<file path="src/logic/tape_port_pkg.sv">
package tape_port_pkg;
	// ==========================================
	// Register byte offsets
	localparam logic [7:0] OFS_STATUS  = 8'h00; // Interrupt status word
	localparam logic [7:0] OFS_CONTROL = 8'h04; // Control order
	localparam logic [7:0] OFS_DATAOUT = 8'h08; // Word to punch
	localparam logic [7:0] OFS_DATAIN  = 8'h0C; // Word read
	// ==========================================
	// Control word fields
	localparam int CTL_START = 0; // Start a word transfer
	localparam int CTL_PUNCH = 1; // Punch configuration
	localparam int CTL_CLEAR = 2; // Clear sticky status
	localparam logic CTL_PUNCH_RST = 1'b0; // Reader after reset
	// ==========================================
	// Status word fields
	localparam int ST_START_OK = 0;
	localparam int ST_WRITE_OK = 1;
	localparam int ST_PENDING  = 2;
	localparam int ST_SEQ_A    = 3;
	localparam int ST_SEQ_B    = 4;
	localparam int ST_FLAG     = 5;
	localparam int ST_POWER    = 8;
	localparam int ST_LOW      = 9;
	localparam int ST_XFER     = 11;
	localparam int ST_CLRIF    = 12;
	localparam int ST_IO       = 13;
	localparam int ST_XERR     = 14;
	localparam int ST_TIMER    = 15;
	// ==========================================
	// Synchroniser bit positions
	localparam int PIN_FLAG  = 0;
	localparam int PIN_S8    = 1;
	localparam int PIN_S9    = 2;
	localparam int PIN_S10   = 3;
	localparam int PIN_POWER = 4;
	localparam int PIN_LOW   = 5;
	localparam int PIN_FAULT = 6;
	localparam int PIN_J     = 7;  // Nine jumpers from here
	localparam int PIN_DATA  = 16; // Eight data bits from here
	localparam int PIN_W     = 24;
	// ==========================================
	// Timing
	localparam int CLK_NS       = 40;
	localparam int CMD_PULSE_NS = 1000;
	localparam int CMD_PULSE_CYC = (CMD_PULSE_NS + CLK_NS - 1) / CLK_NS;
	localparam int TIMEOUT_MS   = 10;
	localparam int TIMEOUT_CYC  = (TIMEOUT_MS * 1000000) / CLK_NS;
	// ==========================================
	// AHB-Lite encodings
	localparam logic [1:0] HTRANS_NONSEQ = 2'h2;
	localparam logic [1:0] HTRANS_SEQ    = 2'h3;
endpackage : tape_port_pkg

</file>
<file path="src/logic/tape_port.sv">
// Overview of operation
// RL1: Reader flag lead edge steps 1-2, 3-0
// RL2: Trail jumper: flag trailing edge steps 2-3
// RL3: Capture input data only at counts 1, 3
// RL4: Response mode holds command until flag
// RL5: Polarity jumper absent drives command true
// RL6: Halt jumper absent never halts host
// RL7: Reader status 9 rise requests interrupt
// RL8: Punch falling flag steps 1-2, 3-0
// RL9: Punch falling flag steps 2-3, signals done
// RL10: Punch status 8, 9 rises request interrupt
// RL11: Status 10 interrupts only with jumper
// RL12: Output lines static during input transfer; the code holds them only while the hold jumper is absent
// RL13: Tape fault sets clear-interface bit 12
// RL14: Status word bits in fixed order
// RL15: Step 3 to 0 completes word
`timescale 1ns/1ps
`default_nettype none
module tape_port #(
	parameter int TIMEOUT_CYC = tape_port_pkg::TIMEOUT_CYC
) (
	// Clock and reset
	input  wire logic        CLOCK,
	input  wire logic        RST_B,
	// AHB-Lite slave
	input  wire logic        HSEL,
	input  wire logic [31:0] HADDR,
	input  wire logic [1:0]  HTRANS,
	input  wire logic        HWRITE,
	input  wire logic [2:0]  HSIZE,
	input  wire logic [31:0] HWDATA,
	input  wire logic        HREADY,
	output logic      [31:0] HRDATA,
	output logic             HREADYOUT,
	output logic             HRESP,
	// Jumpers
	input  wire logic        HALT_OPTION_JUMPER,
	input  wire logic        FLAG_LEAD_EDGE_JUMPER,
	input  wire logic        RESPONSE_MODE_JUMPER,
	input  wire logic        INPUT_ENABLE_JUMPER,
	input  wire logic        FLAG_TRAIL_EDGE_JUMPER,
	input  wire logic        OUTPUT_HOLD_JUMPER,
	input  wire logic        STATUS9_IRQ_JUMPER,
	input  wire logic        STATUS10_IRQ_JUMPER,
	input  wire logic        COMMAND_POLARITY_JUMPER,
	// Peripheral inputs
	input  wire logic        SPROCKET_HOLE_DETECT,
	input  wire logic        STATUS8,
	input  wire logic        STATUS9,
	input  wire logic        STATUS10,
	input  wire logic        POWER_ON,
	input  wire logic        SUPPLY_LOW,
	input  wire logic        TAPE_FAULT,
	input  wire logic [7:0]  DATA_IN,
	// Peripheral outputs
	output logic             DEVICE_COMMAND,
	output logic      [7:0]  DATA_OUT,
	output logic             OPERATION_COMPLETE,
	// Host halt request
	output logic             IO_HALT
);
	// ==========================================
	// Pin synchronisation
	logic [tape_port_pkg::PIN_W-1:0] pin_lvl; // Settled pins
	logic [tape_port_pkg::PIN_W-1:0] pin_rise; // Rising edges
	logic [tape_port_pkg::PIN_W-1:0] pin_fall; // Falling edges

	pin_sync #(.W(tape_port_pkg::PIN_W)) u_sync (
		.clk   (CLOCK),
		.rst_b (RST_B),
		.raw   ({DATA_IN, COMMAND_POLARITY_JUMPER, STATUS10_IRQ_JUMPER,
		         STATUS9_IRQ_JUMPER, OUTPUT_HOLD_JUMPER, FLAG_TRAIL_EDGE_JUMPER,
		         INPUT_ENABLE_JUMPER, RESPONSE_MODE_JUMPER, FLAG_LEAD_EDGE_JUMPER,
		         HALT_OPTION_JUMPER, TAPE_FAULT, SUPPLY_LOW, POWER_ON, STATUS10,
		         STATUS9, STATUS8, SPROCKET_HOLE_DETECT}),
		.level (pin_lvl),
		.rise  (pin_rise),
		.fall  (pin_fall)
	);

	// Named views of the jumpers
	logic j_halt, j_lead, j_resp, j_inen, j_trail, j_hold, j_s9, j_s10, j_pol;
	assign j_halt  = pin_lvl[tape_port_pkg::PIN_J];
	assign j_lead  = pin_lvl[tape_port_pkg::PIN_J + 1];
	assign j_resp  = pin_lvl[tape_port_pkg::PIN_J + 2];
	assign j_inen  = pin_lvl[tape_port_pkg::PIN_J + 3];
	assign j_trail = pin_lvl[tape_port_pkg::PIN_J + 4];
	assign j_hold  = pin_lvl[tape_port_pkg::PIN_J + 5];
	assign j_s9    = pin_lvl[tape_port_pkg::PIN_J + 6];
	assign j_s10   = pin_lvl[tape_port_pkg::PIN_J + 7];
	assign j_pol   = pin_lvl[tape_port_pkg::PIN_J + 8];

	// ==========================================
	// Bus slave
	logic        dp_write;  // Write data phase pending
	logic [7:0]  dp_addr;   // Latched offset
	logic        next_dp_write;
	logic [7:0]  next_dp_addr;
	logic [31:0] next_hrdata;
	logic        addr_ok;   // Valid address phase
	logic [15:0] status;    // Live status word
	logic [15:0] data_in;   // Assembled read word

	assign addr_ok = HSEL && HREADY && (HTRANS == tape_port_pkg::HTRANS_NONSEQ
		|| HTRANS == tape_port_pkg::HTRANS_SEQ);

	// Decode address phase, prepare read data
	always_comb begin
		next_dp_write = addr_ok && HWRITE;
		next_dp_addr  = addr_ok ? HADDR[7:0] : 8'h00;
		next_hrdata   = 32'h00000000;
		if (addr_ok && !HWRITE) begin
			case (HADDR[7:0])
				tape_port_pkg::OFS_STATUS: next_hrdata = {16'h0000, status};
				tape_port_pkg::OFS_DATAIN: next_hrdata = {16'h0000, data_in};
				default:                   next_hrdata = 32'h00000000;
			endcase
		end
	end

	// Zero wait states, always OKAY
	always_ff @(posedge CLOCK or negedge RST_B) begin
		if (!RST_B) begin
			dp_write  <= 1'b0;
			dp_addr   <= 8'h00;
			HRDATA    <= 32'h00000000;
			HREADYOUT <= 1'b0;
			HRESP     <= 1'b0;
		end else begin
			dp_write  <= next_dp_write;
			dp_addr   <= next_dp_addr;
			HRDATA    <= next_hrdata;
			HREADYOUT <= 1'b1;
			HRESP     <= 1'b0;
		end
	end

	// Write strobes seen in the data phase
	logic wr_ctl, wr_dout;
	assign wr_ctl  = dp_write && dp_addr == tape_port_pkg::OFS_CONTROL;
	assign wr_dout = dp_write && dp_addr == tape_port_pkg::OFS_DATAOUT;

	// ==========================================
	// Sequencer state
	typedef enum {SEQ_IDLE, SEQ_RUN} phase_t;
	phase_t      phase, next_phase;   // Transfer in progress
	logic [1:0]  cnt, next_cnt;       // Sequence counter
	logic        punch, next_punch;   // Punch configuration
	logic [15:0] out_word, next_out_word;
	logic [15:0] next_data_in;
	logic [4:0]  pulse, next_pulse;   // Command pulse length
	logic [31:0] timer, next_timer;   // Watchdog
	logic        cmd, next_cmd;       // True command level
	logic [7:0]  next_dout;
	logic        next_operation_complete, next_halt;
	logic        start_ok, write_ok, xfer, clrif, io_int, xerr, tout;
	logic        next_start_ok, next_write_ok, next_xfer, next_clrif;
	logic        next_io_int, next_xerr, next_tout;
	logic        e_lead, e_23, clear, reading, word_done, step_23;

	// Active flag edges for each step
	always_comb begin
		e_lead = (punch ^ j_lead) ? pin_fall[tape_port_pkg::PIN_FLAG]
		                          : pin_rise[tape_port_pkg::PIN_FLAG]; // [RL1] [RL8]
		e_23 = j_trail ? pin_fall[tape_port_pkg::PIN_FLAG] : e_lead; // [RL2] [RL9]
	end

	assign clear     = wr_ctl && HWDATA[tape_port_pkg::CTL_CLEAR];
	assign reading   = phase == SEQ_RUN && !punch;
	assign word_done = phase == SEQ_RUN && cnt == 2'h3 && e_lead; // [RL15]
	assign step_23   = phase == SEQ_RUN && cnt == 2'h2 && e_23;

	// Next values of the sequencer
	always_comb begin
		next_phase    = phase;
		next_cnt      = cnt;
		next_punch    = punch;
		next_out_word = out_word;
		next_data_in  = data_in;
		next_pulse    = pulse;
		next_timer    = timer;
		next_operation_complete  = 1'b0;
		next_halt     = IO_HALT;
		next_dout     = DATA_OUT;
		// Control order
		if (wr_ctl) begin
			next_punch = HWDATA[tape_port_pkg::CTL_PUNCH];
		end
		// New punch word
		if (wr_dout) begin
			next_out_word = HWDATA[15:0];
		end
		case (phase)
			SEQ_IDLE: begin
				next_timer = 32'h00000000;
				if (wr_ctl && HWDATA[tape_port_pkg::CTL_START]) begin
					next_phase = SEQ_RUN;
					next_cnt   = 2'h1;
					next_pulse = 5'(tape_port_pkg::CMD_PULSE_CYC);
					next_halt  = j_halt; // [RL6]
				end
			end
			SEQ_RUN: begin
				next_timer = timer + 32'h00000001;
				if (pulse != 5'h00) begin
					next_pulse = pulse - 5'h01;
				end
				// Capture a byte on the lead edge
				if (e_lead && !punch && !j_inen && (cnt == 2'h1 || cnt == 2'h3)) begin
					if (cnt == 2'h1) begin
						next_data_in[15:8] = pin_lvl[tape_port_pkg::PIN_DATA +: 8]; // [RL3]
					end else begin
						next_data_in[7:0] = pin_lvl[tape_port_pkg::PIN_DATA +: 8]; // [RL3]
					end
				end
				case (cnt)
					2'h1: begin
						if (e_lead) begin
							next_cnt = 2'h2; // [RL1] [RL8]
						end
					end
					2'h2: begin
						if (e_23) begin
							next_cnt     = 2'h3; // [RL2] [RL9]
							next_pulse   = 5'(tape_port_pkg::CMD_PULSE_CYC);
							next_operation_complete = punch; // [RL9]
						end
					end
					2'h3: begin
						if (e_lead) begin
							next_cnt   = 2'h0; // [RL15]
							next_phase = SEQ_IDLE;
							next_halt  = 1'b0;
						end
					end
					default: begin
						next_cnt = cnt;
					end
				endcase
				// Watchdog aborts a stuck transfer
				if (timer >= 32'(TIMEOUT_CYC - 1)) begin
					next_phase = SEQ_IDLE;
					next_cnt   = 2'h0;
					next_halt  = 1'b0;
				end
			end
			default: begin
				next_phase = SEQ_IDLE;
			end
		endcase
		// Command while a byte is requested
		if (next_phase == SEQ_RUN && (next_cnt == 2'h1 || next_cnt == 2'h3)) begin
			next_cmd = j_resp ? 1'b1 : (next_pulse != 5'h00); // [RL4]
		end else begin
			next_cmd = 1'b0;
		end
		// Byte to punch, frozen while reading when the hold jumper is absent
		if (!reading || j_hold) begin
			next_dout = (next_cnt == 2'h3) ? out_word[7:0] : out_word[15:8]; // [RL12]
		end
	end

	// Register the sequencer
	always_ff @(posedge CLOCK or negedge RST_B) begin
		if (!RST_B) begin
			phase              <= SEQ_IDLE;
			cnt                <= 2'h0;
			punch              <= tape_port_pkg::CTL_PUNCH_RST;
			out_word           <= 16'h0000;
			data_in            <= 16'h0000;
			pulse              <= 5'h00;
			timer              <= 32'h00000000;
			cmd                <= 1'b0;
			DEVICE_COMMAND     <= 1'b0;
			DATA_OUT           <= 8'h00;
			OPERATION_COMPLETE <= 1'b0;
			IO_HALT            <= 1'b0;
		end else begin
			phase              <= next_phase;
			cnt                <= next_cnt;
			punch              <= next_punch;
			out_word           <= next_out_word;
			data_in            <= next_data_in;
			pulse              <= next_pulse;
			timer              <= next_timer;
			cmd                <= next_cmd;
			DEVICE_COMMAND     <= next_cmd ^ j_pol; // [RL5]
			DATA_OUT           <= next_dout;
			OPERATION_COMPLETE <= next_operation_complete;
			IO_HALT            <= next_halt;
		end
	end

	// ==========================================
	// Sticky status bits, set wins over clear
	logic irq_edge; // Status line event
	always_comb begin
		irq_edge = (j_s9 && pin_rise[tape_port_pkg::PIN_S9]) // [RL7] [RL10]
			|| (punch && pin_rise[tape_port_pkg::PIN_S8])     // [RL10]
			|| (j_s10 && pin_fall[tape_port_pkg::PIN_S10]);   // [RL11]
		next_start_ok = (start_ok && !clear) || (wr_ctl && HWDATA[tape_port_pkg::CTL_START]
			&& phase == SEQ_IDLE);
		next_xerr     = (xerr && !clear) || (wr_ctl && HWDATA[tape_port_pkg::CTL_START]
			&& phase == SEQ_RUN);
		next_write_ok = (write_ok && !clear) || wr_dout;
		next_xfer     = (xfer && !clear) || word_done;
		next_clrif    = (clrif && !clear) || pin_lvl[tape_port_pkg::PIN_FAULT]; // [RL13]
		next_io_int   = (io_int && !clear) || irq_edge;
		next_tout     = (tout && !clear)
			|| (phase == SEQ_RUN && timer >= 32'(TIMEOUT_CYC - 1));
	end

	// Register sticky bits
	always_ff @(posedge CLOCK or negedge RST_B) begin
		if (!RST_B) begin
			start_ok <= 1'b0;
			write_ok <= 1'b0;
			xfer     <= 1'b0;
			clrif    <= 1'b0;
			io_int   <= 1'b0;
			xerr     <= 1'b0;
			tout     <= 1'b0;
		end else begin
			start_ok <= next_start_ok;
			write_ok <= next_write_ok;
			xfer     <= next_xfer;
			clrif    <= next_clrif;
			io_int   <= next_io_int;
			xerr     <= next_xerr;
			tout     <= next_tout;
		end
	end

	// Status word layout
	always_comb begin
		status                            = 16'h0000; // [RL14]
		status[tape_port_pkg::ST_START_OK] = start_ok;
		status[tape_port_pkg::ST_WRITE_OK] = write_ok;
		status[tape_port_pkg::ST_PENDING]  = xfer | clrif | io_int | xerr | tout;
		status[tape_port_pkg::ST_SEQ_A]    = cnt[0];
		status[tape_port_pkg::ST_SEQ_B]    = cnt[1];
		status[tape_port_pkg::ST_FLAG]     = pin_lvl[tape_port_pkg::PIN_FLAG];
		status[tape_port_pkg::ST_POWER]    = pin_lvl[tape_port_pkg::PIN_POWER];
		status[tape_port_pkg::ST_LOW]      = pin_lvl[tape_port_pkg::PIN_LOW];
		status[tape_port_pkg::ST_XFER]     = xfer;
		status[tape_port_pkg::ST_CLRIF]    = clrif; // [RL13]
		status[tape_port_pkg::ST_IO]       = io_int;
		status[tape_port_pkg::ST_XERR]     = xerr;
		status[tape_port_pkg::ST_TIMER]    = tout;
	end
endmodule : tape_port
`default_nettype wire

</file>
<file path="src/logic/pin_sync.sv">
`timescale 1ns/1ps
`default_nettype none
// ==========================================
// Two-flop synchroniser with edge detect
module pin_sync #(
	parameter int W = 1
) (
	// Clock and reset
	input  wire logic         clk,
	input  wire logic         rst_b,
	// Raw pins and clean results
	input  wire logic [W-1:0] raw,
	output logic      [W-1:0] level,
	output logic      [W-1:0] rise,
	output logic      [W-1:0] fall
);
	logic [W-1:0] meta; // First stage, read by second only
	logic [W-1:0] prev; // Level one cycle ago

	// Edges compare the settled level with its history
	always_comb begin
		rise = level & ~prev;
		fall = ~level & prev;
	end

	// Register all three stages
	always_ff @(posedge clk or negedge rst_b) begin
		if (!rst_b) begin
			meta  <= '0;
			level <= '0;
			prev  <= '0;
		end else begin
			meta  <= raw;
			level <= meta;
			prev  <= level;
		end
	end
endmodule : pin_sync
`default_nettype wire

</file>
<file path="config.mk">
export PLATFORM = sky130hd
export DESIGN_NAME = tape_port
export DESIGN_NICKNAME = d
export VERILOG_FILES = /design/src/logic/tape_port_pkg.sv /design/src/logic/tape_port.sv /design/src/logic/pin_sync.sv
export SDC_FILE = /design/constraint.sdc
export NUM_CORES = 1
export LEC_CHECK = 0
export ABC_AREA = 1
export BUFFER_PORTS_ARGS = -buffer_cell sky130_fd_sc_hd__buf_2
export CAP_MARGIN = 20
export CORE_ASPECT_RATIO = 0.75
export CORE_MARGIN = 2
export CORE_UTILIZATION = 35
export DETAILED_ROUTE_END_ITERATION = 16
export GPL_ROUTABILITY_DRIVEN = 0
export SKIP_CTS_REPAIR_TIMING = 1
export SLEW_MARGIN = 40
export SYNTH_ARGS = -nofsm -noshare
export SYNTH_HDL_FRONTEND = slang
export SYNTH_SLANG_ARGS = --single-unit
</file>
<file path="constraint.sdc">
create_clock -name CLOCK -period 5.1 [get_ports CLOCK]
set_clock_uncertainty 0.1 [all_clocks]
set_input_delay 0.51 -clock CLOCK [delete_from_list [all_inputs] [get_ports CLOCK]]
set_output_delay 0.51 -clock CLOCK [all_outputs]
set_load 0.02 [all_outputs]
</file>
==> results.sh, run 1 <==
export IMPL_run_status="finished, final reports clean"
export IMPL_worst_ep_required_time_ns=5.38
export IMPL_clk_root_buffer_cell="clkbuf_16"
export IMPL_timing_setup_tns_ns=0
export IMPL_global_route_usage_sum=0.141
export IMPL_relSlewSlack=0.501
export IMPL_finalCritPeriodShare=0.468
export IMPL_post_drt_via_cell_ratio=4.51
export IMPL_antenna_violating_nets_post_route=0
export IMPL_vias_in_the_first_global_route=5400
export IMPL_criticalPathCategory="flip-flop to flip-flop"
export IMPL_regArea_um2=5000
export IMPL_num_io_pins=143
export IMPL_drive_above_1_share=0.207
export IMPL_num_fill_cells=2241
export IMPL_insertedDiodeCount=0
export IMPL_crit_path_start_kind="flip-flop"
export IMPL_synth_top_area_cell="dfrtp_1"
export IMPL_grt_start_max_net_pins=109
export IMPL_core_region_area_um2=23000
export IMPL_global_route_wire_length_before_repair_um=27400
export IMPL_totalPowerFinal_w=0.00319
export IMPL_synth_edff_count=0
export IMPL_design_die_area_um2=24700
export IMPL_cts_buffers=17
export IMPL_syn_to_final_growth_pct=17.1
export IMPL_dieHeight_um=137
export IMPL_synth_seq_cells=200
export IMPL_type_of_the_tightest_min_delay_check="primary input to asynchronous set/reset pin"
export IMPL_top_layer="met4"
export IMPL_timing_final_crit_period_ns=2.39
export IMPL_worst_path_max_delay_cell="nor2_4"
export IMPL_floorplan_initialDensity=0.357
export IMPL_worstPathCellList="nor2_1 -> nand2_1 -> nor2_4 -> nand3_2 -> nor2_4 -> nand4_1 -> nand2_2 -> nand3_4 -> nand2_1 -> nand3_1 -> nand2_1"
export IMPL_worstPathArrival_ns=2.66
export IMPL_multi_input_comb_area_um2=2850
export IMPL_netlist_area_leader_share=0.609
export IMPL_total_leakage_power_nw=4.54
export IMPL_max_clock_freq_ghz=0.419
export IMPL_slew_viol_final=0
export IMPL_vias=5605
export IMPL_worst_path_max_fanout=21
export IMPL_grt_setup_unrepaired="no"
export IMPL_dr_wl_met2_um=6670
export IMPL_clock_latency_ns=0.44
export IMPL_clock_path_buffers=2
export IMPL_final_hold_viol_count=0
export IMPL_asyncSetResetFlopFracSynth=1.00
export IMPL_post_synth_inst_count=813
export IMPL_max_cap_violations=0
export IMPL_yosys_top_cells_area="dfrtp_1 (61%), nand2_1 (8.2%), inv_1 (3.7%)"
export IMPL_number_of_antenna_violations_at_the_first_check_in_global_routing=0
export IMPL_crit_path_frequent_cell="nand2_1"
export IMPL_wirelength_um=16300
export IMPL_final_number_of_setup_violating_endpoints=0
export IMPL_port_buffers=81
export IMPL_power_per_cell_area_nw_per_um2=332
export IMPL_cts_max_level=4
export IMPL_floorplan_die_width_um=181
export IMPL_cts_clk_slew_worst_paths_ns=0.07
export IMPL_ys_dominant_reg_cell="dfrtp_1"
export IMPL_layout_nets=1031
export IMPL_transition_at_the_pin_with_the_smallest_max_transition_slack_ns=0.746
export IMPL_num_rows=48
export IMPL_wirelength_per_cell_um=13.1
export IMPL_setup_slack_ns=2.71
export IMPL_netlist_cell_type_count=48
export IMPL_cp_end_kind="flip-flop"
export IMPL_wl_met1_um=8580
export IMPL_drc_errors=0
export IMPL_synth_yosys_seq_area_share=0.609
export IMPL_detail_placement_hpwl_um=11300
export IMPL_total_overflow_reported_by_the_global_router=0
export IMPL_dp_slack_ns=2.68
export IMPL_syn_cell_area_um2=8220
export IMPL_dr_pass1_iters=5
export IMPL_critPathMaxStageDelay_ns=0.46
export IMPL_yosysWarnings=0
export IMPL_cts_tree="yes"
export IMPL_detailroute_wirelength_met3_um=916
export IMPL_power_ir_vdd_worst_uv=222
export IMPL_synthesis_area_per_instance_um2=10.1
export IMPL_number_of_drc_markers_after_the_initial_detailed_route_iteration=430
export IMPL_number_of_sinks_on_the_clock_net=200
==> stage by stage <==
step            util  hold slack (ns)  instance area [um2]  std cells
5_1_grt        0.418           0.0424                 9620       1244
4_1_cts        0.418           0.0320                 9610       1244
2_1_floorplan      -            0.114                 8390        860
3_3_place_gp   0.391            0.233                 8990       1212
3_5_place_dp   0.391            0.235                 8990       1212
6_report       0.418          0.00456                 9620       1244
==> cell type report <==
cell class / count / share of cell area
multi-input cells: 542 / 0.296
clock inverters: 14 / 0.0187
flip-flops and latches: 200 / 0.520
repair buffers: 82 / 0.0451
clock buffers: 18 / 0.0456
inverters: 88 / 0.0349
well taps: 300 / 0.0390
==> sequential cells by signal (all words and copies together), names as in the netlist, 8 cells and up <==
name	cells
data_in	16
timer	32
u_sync.level	24
HRDATA	16
phase	32
DATA_OUT	8
u_sync.meta	24
out_word	16
dp_addr	8
==> worst paths after layout <==
path / start / endpoint / slack (ns) / depth (start not counted)
max in group asynchronous: RST_B / u_sync.level[23] / 3.89 / 2
setup / recovery: phase[14] / DATA_OUT[7] / 2.71 / 11
hold / removal: RST_B / timer[21] / 0.005 / 1
setup reg to reg: phase[14] / DATA_OUT[7] / 2.71 / 11
hold reg to reg: u_sync.meta[16] / u_sync.level[16] / 0.24 / 0
min in group CLOCK: POWER_ON / u_sync.meta[4] / 0.06 / 1
==> worst max-delay path, delay by kind of cell, from the launching register on <==
family           cells  cell delay [ns]
flip-flops           1             0.36
AND/OR/NAND/NOR     11             1.85
==> where the power goes <==
part	switching [W]	total, W	leakage [nW]	internal, W
Sequential	0.0000265	0.00167	2.47	0.00164
Combinational	0.0000979	0.000144	1.77	0.0000459
Clock	0.000662	0.00138	0.299	0.000719
==> layer usage <==
metal	GRT usage	up-vias
met5	0	-
met4	0.0373	0
met3	0.0428	11
met2	0.196	124
met1	0.211	2665
li1	-	2805
==> layout by cell type, fill, tap and decap left out, drive strengths merged, types with 19 or more instances in the layout <==
cell type and n:
clkbuf 19, o21ai 43, nor2 87, buf 81, a21oi 29, dfrtp 200
inv 93, conb 49, nand3 48, nand2 191
==> cells in the mapped netlist (2+ instances only) <==
| library cell | count |
|---|---|
| a21oi_1 | 29 |
| a22oi_1 | 2 |
| a31oi_1 | 5 |
| and2_1 | 2 |
| buf_4 | 18 |
| buf_6 | 4 |
| clkbuf_1 | 6 |
| conb_1 | 2 |
| dfrtp_1 | 200 |
| ha_1 | 2 |
| inv_1 | 80 |
| inv_2 | 7 |
| mux2_2 | 13 |
| mux2i_1 | 3 |
| nand2_1 | 179 |
| nand2_2 | 10 |
| nand2_4 | 2 |
| nand3_1 | 36 |
| nand3_2 | 8 |
| nand3_4 | 4 |
| nand3b_1 | 2 |
| nand4_1 | 16 |
| nor2_1 | 76 |
| nor2_2 | 4 |
| nor2_4 | 7 |
| nor3_1 | 12 |
| nor3_2 | 3 |
| nor3b_1 | 4 |
| nor4_1 | 8 |
| o21ai_0 | 23 |
| o21ai_1 | 3 |
| o21ai_2 | 17 |
| o22ai_1 | 5 |
| xor2_1 | 7 |
==> logic make-up (layout without fill, tap and decap cells) <==
logic type	Yosys count	count (layout)	share of synthesized area
xor+xnor	8	8	0.00853
fa+ha+maj	2	2	0.00304
compound gates	89	89	0.0661
buf+inv	118	202	0.0665
flops	200	200	0.609
other cells	2	49	0.000914
mux	16	16	0.0215
simple gates	378	378	0.224
Power figures use the tool's default switching activity.
==> run 2: changes to the inputs <==
==> constraint.sdc (replaced) <==
create_clock -name CLOCK -period 2.3 [get_ports CLOCK]
set_clock_uncertainty 0.1 [all_clocks]
set_input_delay 0.23 -clock CLOCK [delete_from_list [all_inputs] [get_ports CLOCK]]
set_output_delay 0.23 -clock CLOCK [all_outputs]
set_load 0.02 [all_outputs]
==> results.sh, run 2 (same netlist as run 1, synthesis figures left out) <==
export IMPL_slew_viol_final=0
export IMPL_run_status="finished, final reports clean"
export IMPL_mostFrequentLayoutCells="dfrtp_1 (200), nand2_1 (179), inv_1 (80), buf_2 (80), nor2_1 (76)"
export IMPL_cts_clk_slew_worst_paths_ns=0.08
export IMPL_final_number_of_setup_violating_endpoints=0
export IMPL_worst_ep_required_time_ns=2.56
export IMPL_final_hold_viol_count=0
export IMPL_cts_max_level=4
export IMPL_dr_pass1_iters=4
export IMPL_drive_above_1_share=0.214
export IMPL_vias_in_the_first_global_route=5526
export IMPL_clk_root_buffer_cell="clkbuf_16"
export IMPL_clock_latency_ns=0.44
export IMPL_power_ir_vdd_worst_uv=532
export IMPL_critical_path_cell_count=11
export IMPL_global_route_wire_length_before_repair_um=28400
export IMPL_grt_setup_unrepaired="yes"
export IMPL_critPathMaxStageDelay_ns=0.36
export IMPL_layout_cells_most_common="dfrtp_1"
export IMPL_grtUsageMet2=0.203
export IMPL_finalCritPeriodShare=0.912
export IMPL_clock_path_buffers=2
export IMPL_crit_path_frequent_cell="nor2_4"
export IMPL_cts_tree="yes"
export IMPL_type_of_the_tightest_min_delay_check="primary input to flip-flop"
export IMPL_wirelength_um=17800
export IMPL_total_overflow_reported_by_the_global_router=0
export IMPL_port_buffers=81
export IMPL_cp_top_family="simple AND/OR/NAND/NOR gates"
export IMPL_worstPathArrival_ns=2.36
export IMPL_crit_path_start_kind="flip-flop"
export IMPL_met1_usage=0.224
export IMPL_top_flop_regs="phase x32, timer x32"
export IMPL_dieHeight_um=137
export IMPL_final_instance_count_excl_fill=1313
export IMPL_drc_errors=0
export IMPL_power_per_cell_area_nw_per_um2=694
export IMPL_post_place_cells=1232
export IMPL_num_rows=48
export IMPL_transition_at_the_pin_with_the_smallest_max_transition_slack_ns=0.566
export IMPL_design_die_area_um2=24700
export IMPL_worst_path_max_delay_cell="dfrtp_1"
export IMPL_grt_start_max_net_pins=56
export IMPL_global_route_usage_sum=0.146
export IMPL_floorplan_die_width_um=181
export IMPL_use_met3=0.0386
export IMPL_floorplan_initialDensity=0.357
export IMPL_layout_nets=1100
export IMPL_insertedDiodeCount=0
export IMPL_timing_final_crit_period_ns=2.10
export IMPL_num_io_pins=143
export IMPL_top_usage_layer="met1"
export IMPL_number_of_antenna_violations_at_the_first_check_in_global_routing=0
export IMPL_number_of_drc_markers_after_the_initial_detailed_route_iteration=447
export IMPL_r2r_worst_path_cells=11
export IMPL_total_leakage_power_nw=4.85
export IMPL_cts_buffers=17
export IMPL_core_region_area_um2=23000
export IMPL_detail_placement_hpwl_um=11900
export IMPL_cp_end_kind="flip-flop"
export IMPL_max_cap_violations=0
export IMPL_post_drt_via_cell_ratio=4.52
export IMPL_worstPathCellList="nor2_1 -> nand3_1 -> nor2_4 -> inv_2 -> nor2_4 -> nand3_2 -> nor3_4 -> nand2_2 -> nor2_2 -> nand2_1 -> o21ai_1"
export IMPL_totalPowerFinal_w=0.00713
export IMPL_number_of_sinks_on_the_clock_net=200
export IMPL_antenna_violating_nets_post_route=0
export IMPL_syn_to_final_growth_pct=25.0
export IMPL_relSlewSlack=0.621
export IMPL_max_clock_freq_ghz=0.477
export IMPL_hold_depth=3
export IMPL_wirelength_per_cell_um=13.5
export IMPL_cp_num_buf_inv=1
export IMPL_criticalPathCategory="flip-flop to flip-flop"
export IMPL_worst_path_max_fanout=5
export IMPL_vias=5933
-- run 2: cell types whose count changed in the layout (fill, tap and decap cells not counted), sizes merged --
cell / delta
inv: -1
dlygate4sd3: +47
buf: +22
clkinvlp: -1
clkinv: +3
clkbuf: -1
-- run 2: worst min-delay path: cells and delay by family --
kind | cells | cell delay, ns
buffers and inverters | 2 | 0.16
AOI/OAI and AO/OA | 1 | 0.10
-- run 2: area by class of cell --
class / count / area, um2
Clock inverter: 15 / 185
Inverter: 88 / 335
Timing Repair Buffer: 151 / 1080
Fill cell: 2195 / 12700
Multi-Input combinational cell: 542 / 2860
Sequential cell: 200 / 5000
Clock buffer: 17 / 425
Tap cell: 300 / 375
-- run 2: report_power, final --
group | switching (W) | total [W] | internal [W]
registers | 0.0000621 | 0.00371 | 0.00364
clock network | 0.00146 | 0.00303 | 0.00156
logic | 0.000234 | 0.000399 | 0.000165
total | 0.00176 | 0.00713 | 0.00537
-- run 2: final timing paths --
| path | startpoint | endpoint | slack, ns |
|---|---|---|---|
| min in group asynchronous | RST_B | timer[20] | 0.22 |
| hold reg to reg | u_sync.meta[23] | u_sync.level[23] | 0.25 |
| hold / removal | HWDATA[2] | out_word[2] | 0.0003 |
| max in group asynchronous | RST_B | pulse[2] | 1.18 |
| setup reg to reg | phase[3] | timer[28] | 0.20 |
| setup / recovery | phase[3] | timer[28] | 0.20 |
-- run 2: per-stage QoR --
step	cell area [um2]	hold slack (ns)	worst slack [ns]	TNS, ns	utilization
detailed placement	9160	0.142	0.112	0	0.398
finish	10300	0.000320	0.202	0	0.446
global placement	9160	0.138	0.140	0	0.398
CTS	9770	-0.338	0.0959	0	0.425
global route	10300	0.0319	-0.000377	-0.000377	0.446
floorplan	8390	-0.166	0.463	0	-
-- run 2: routing by layer --
metal	up-vias	wire, um
met5	-	0
met4	0	166
met3	11	820
met2	139	7670
met1	2848	9120
li1	2935	-
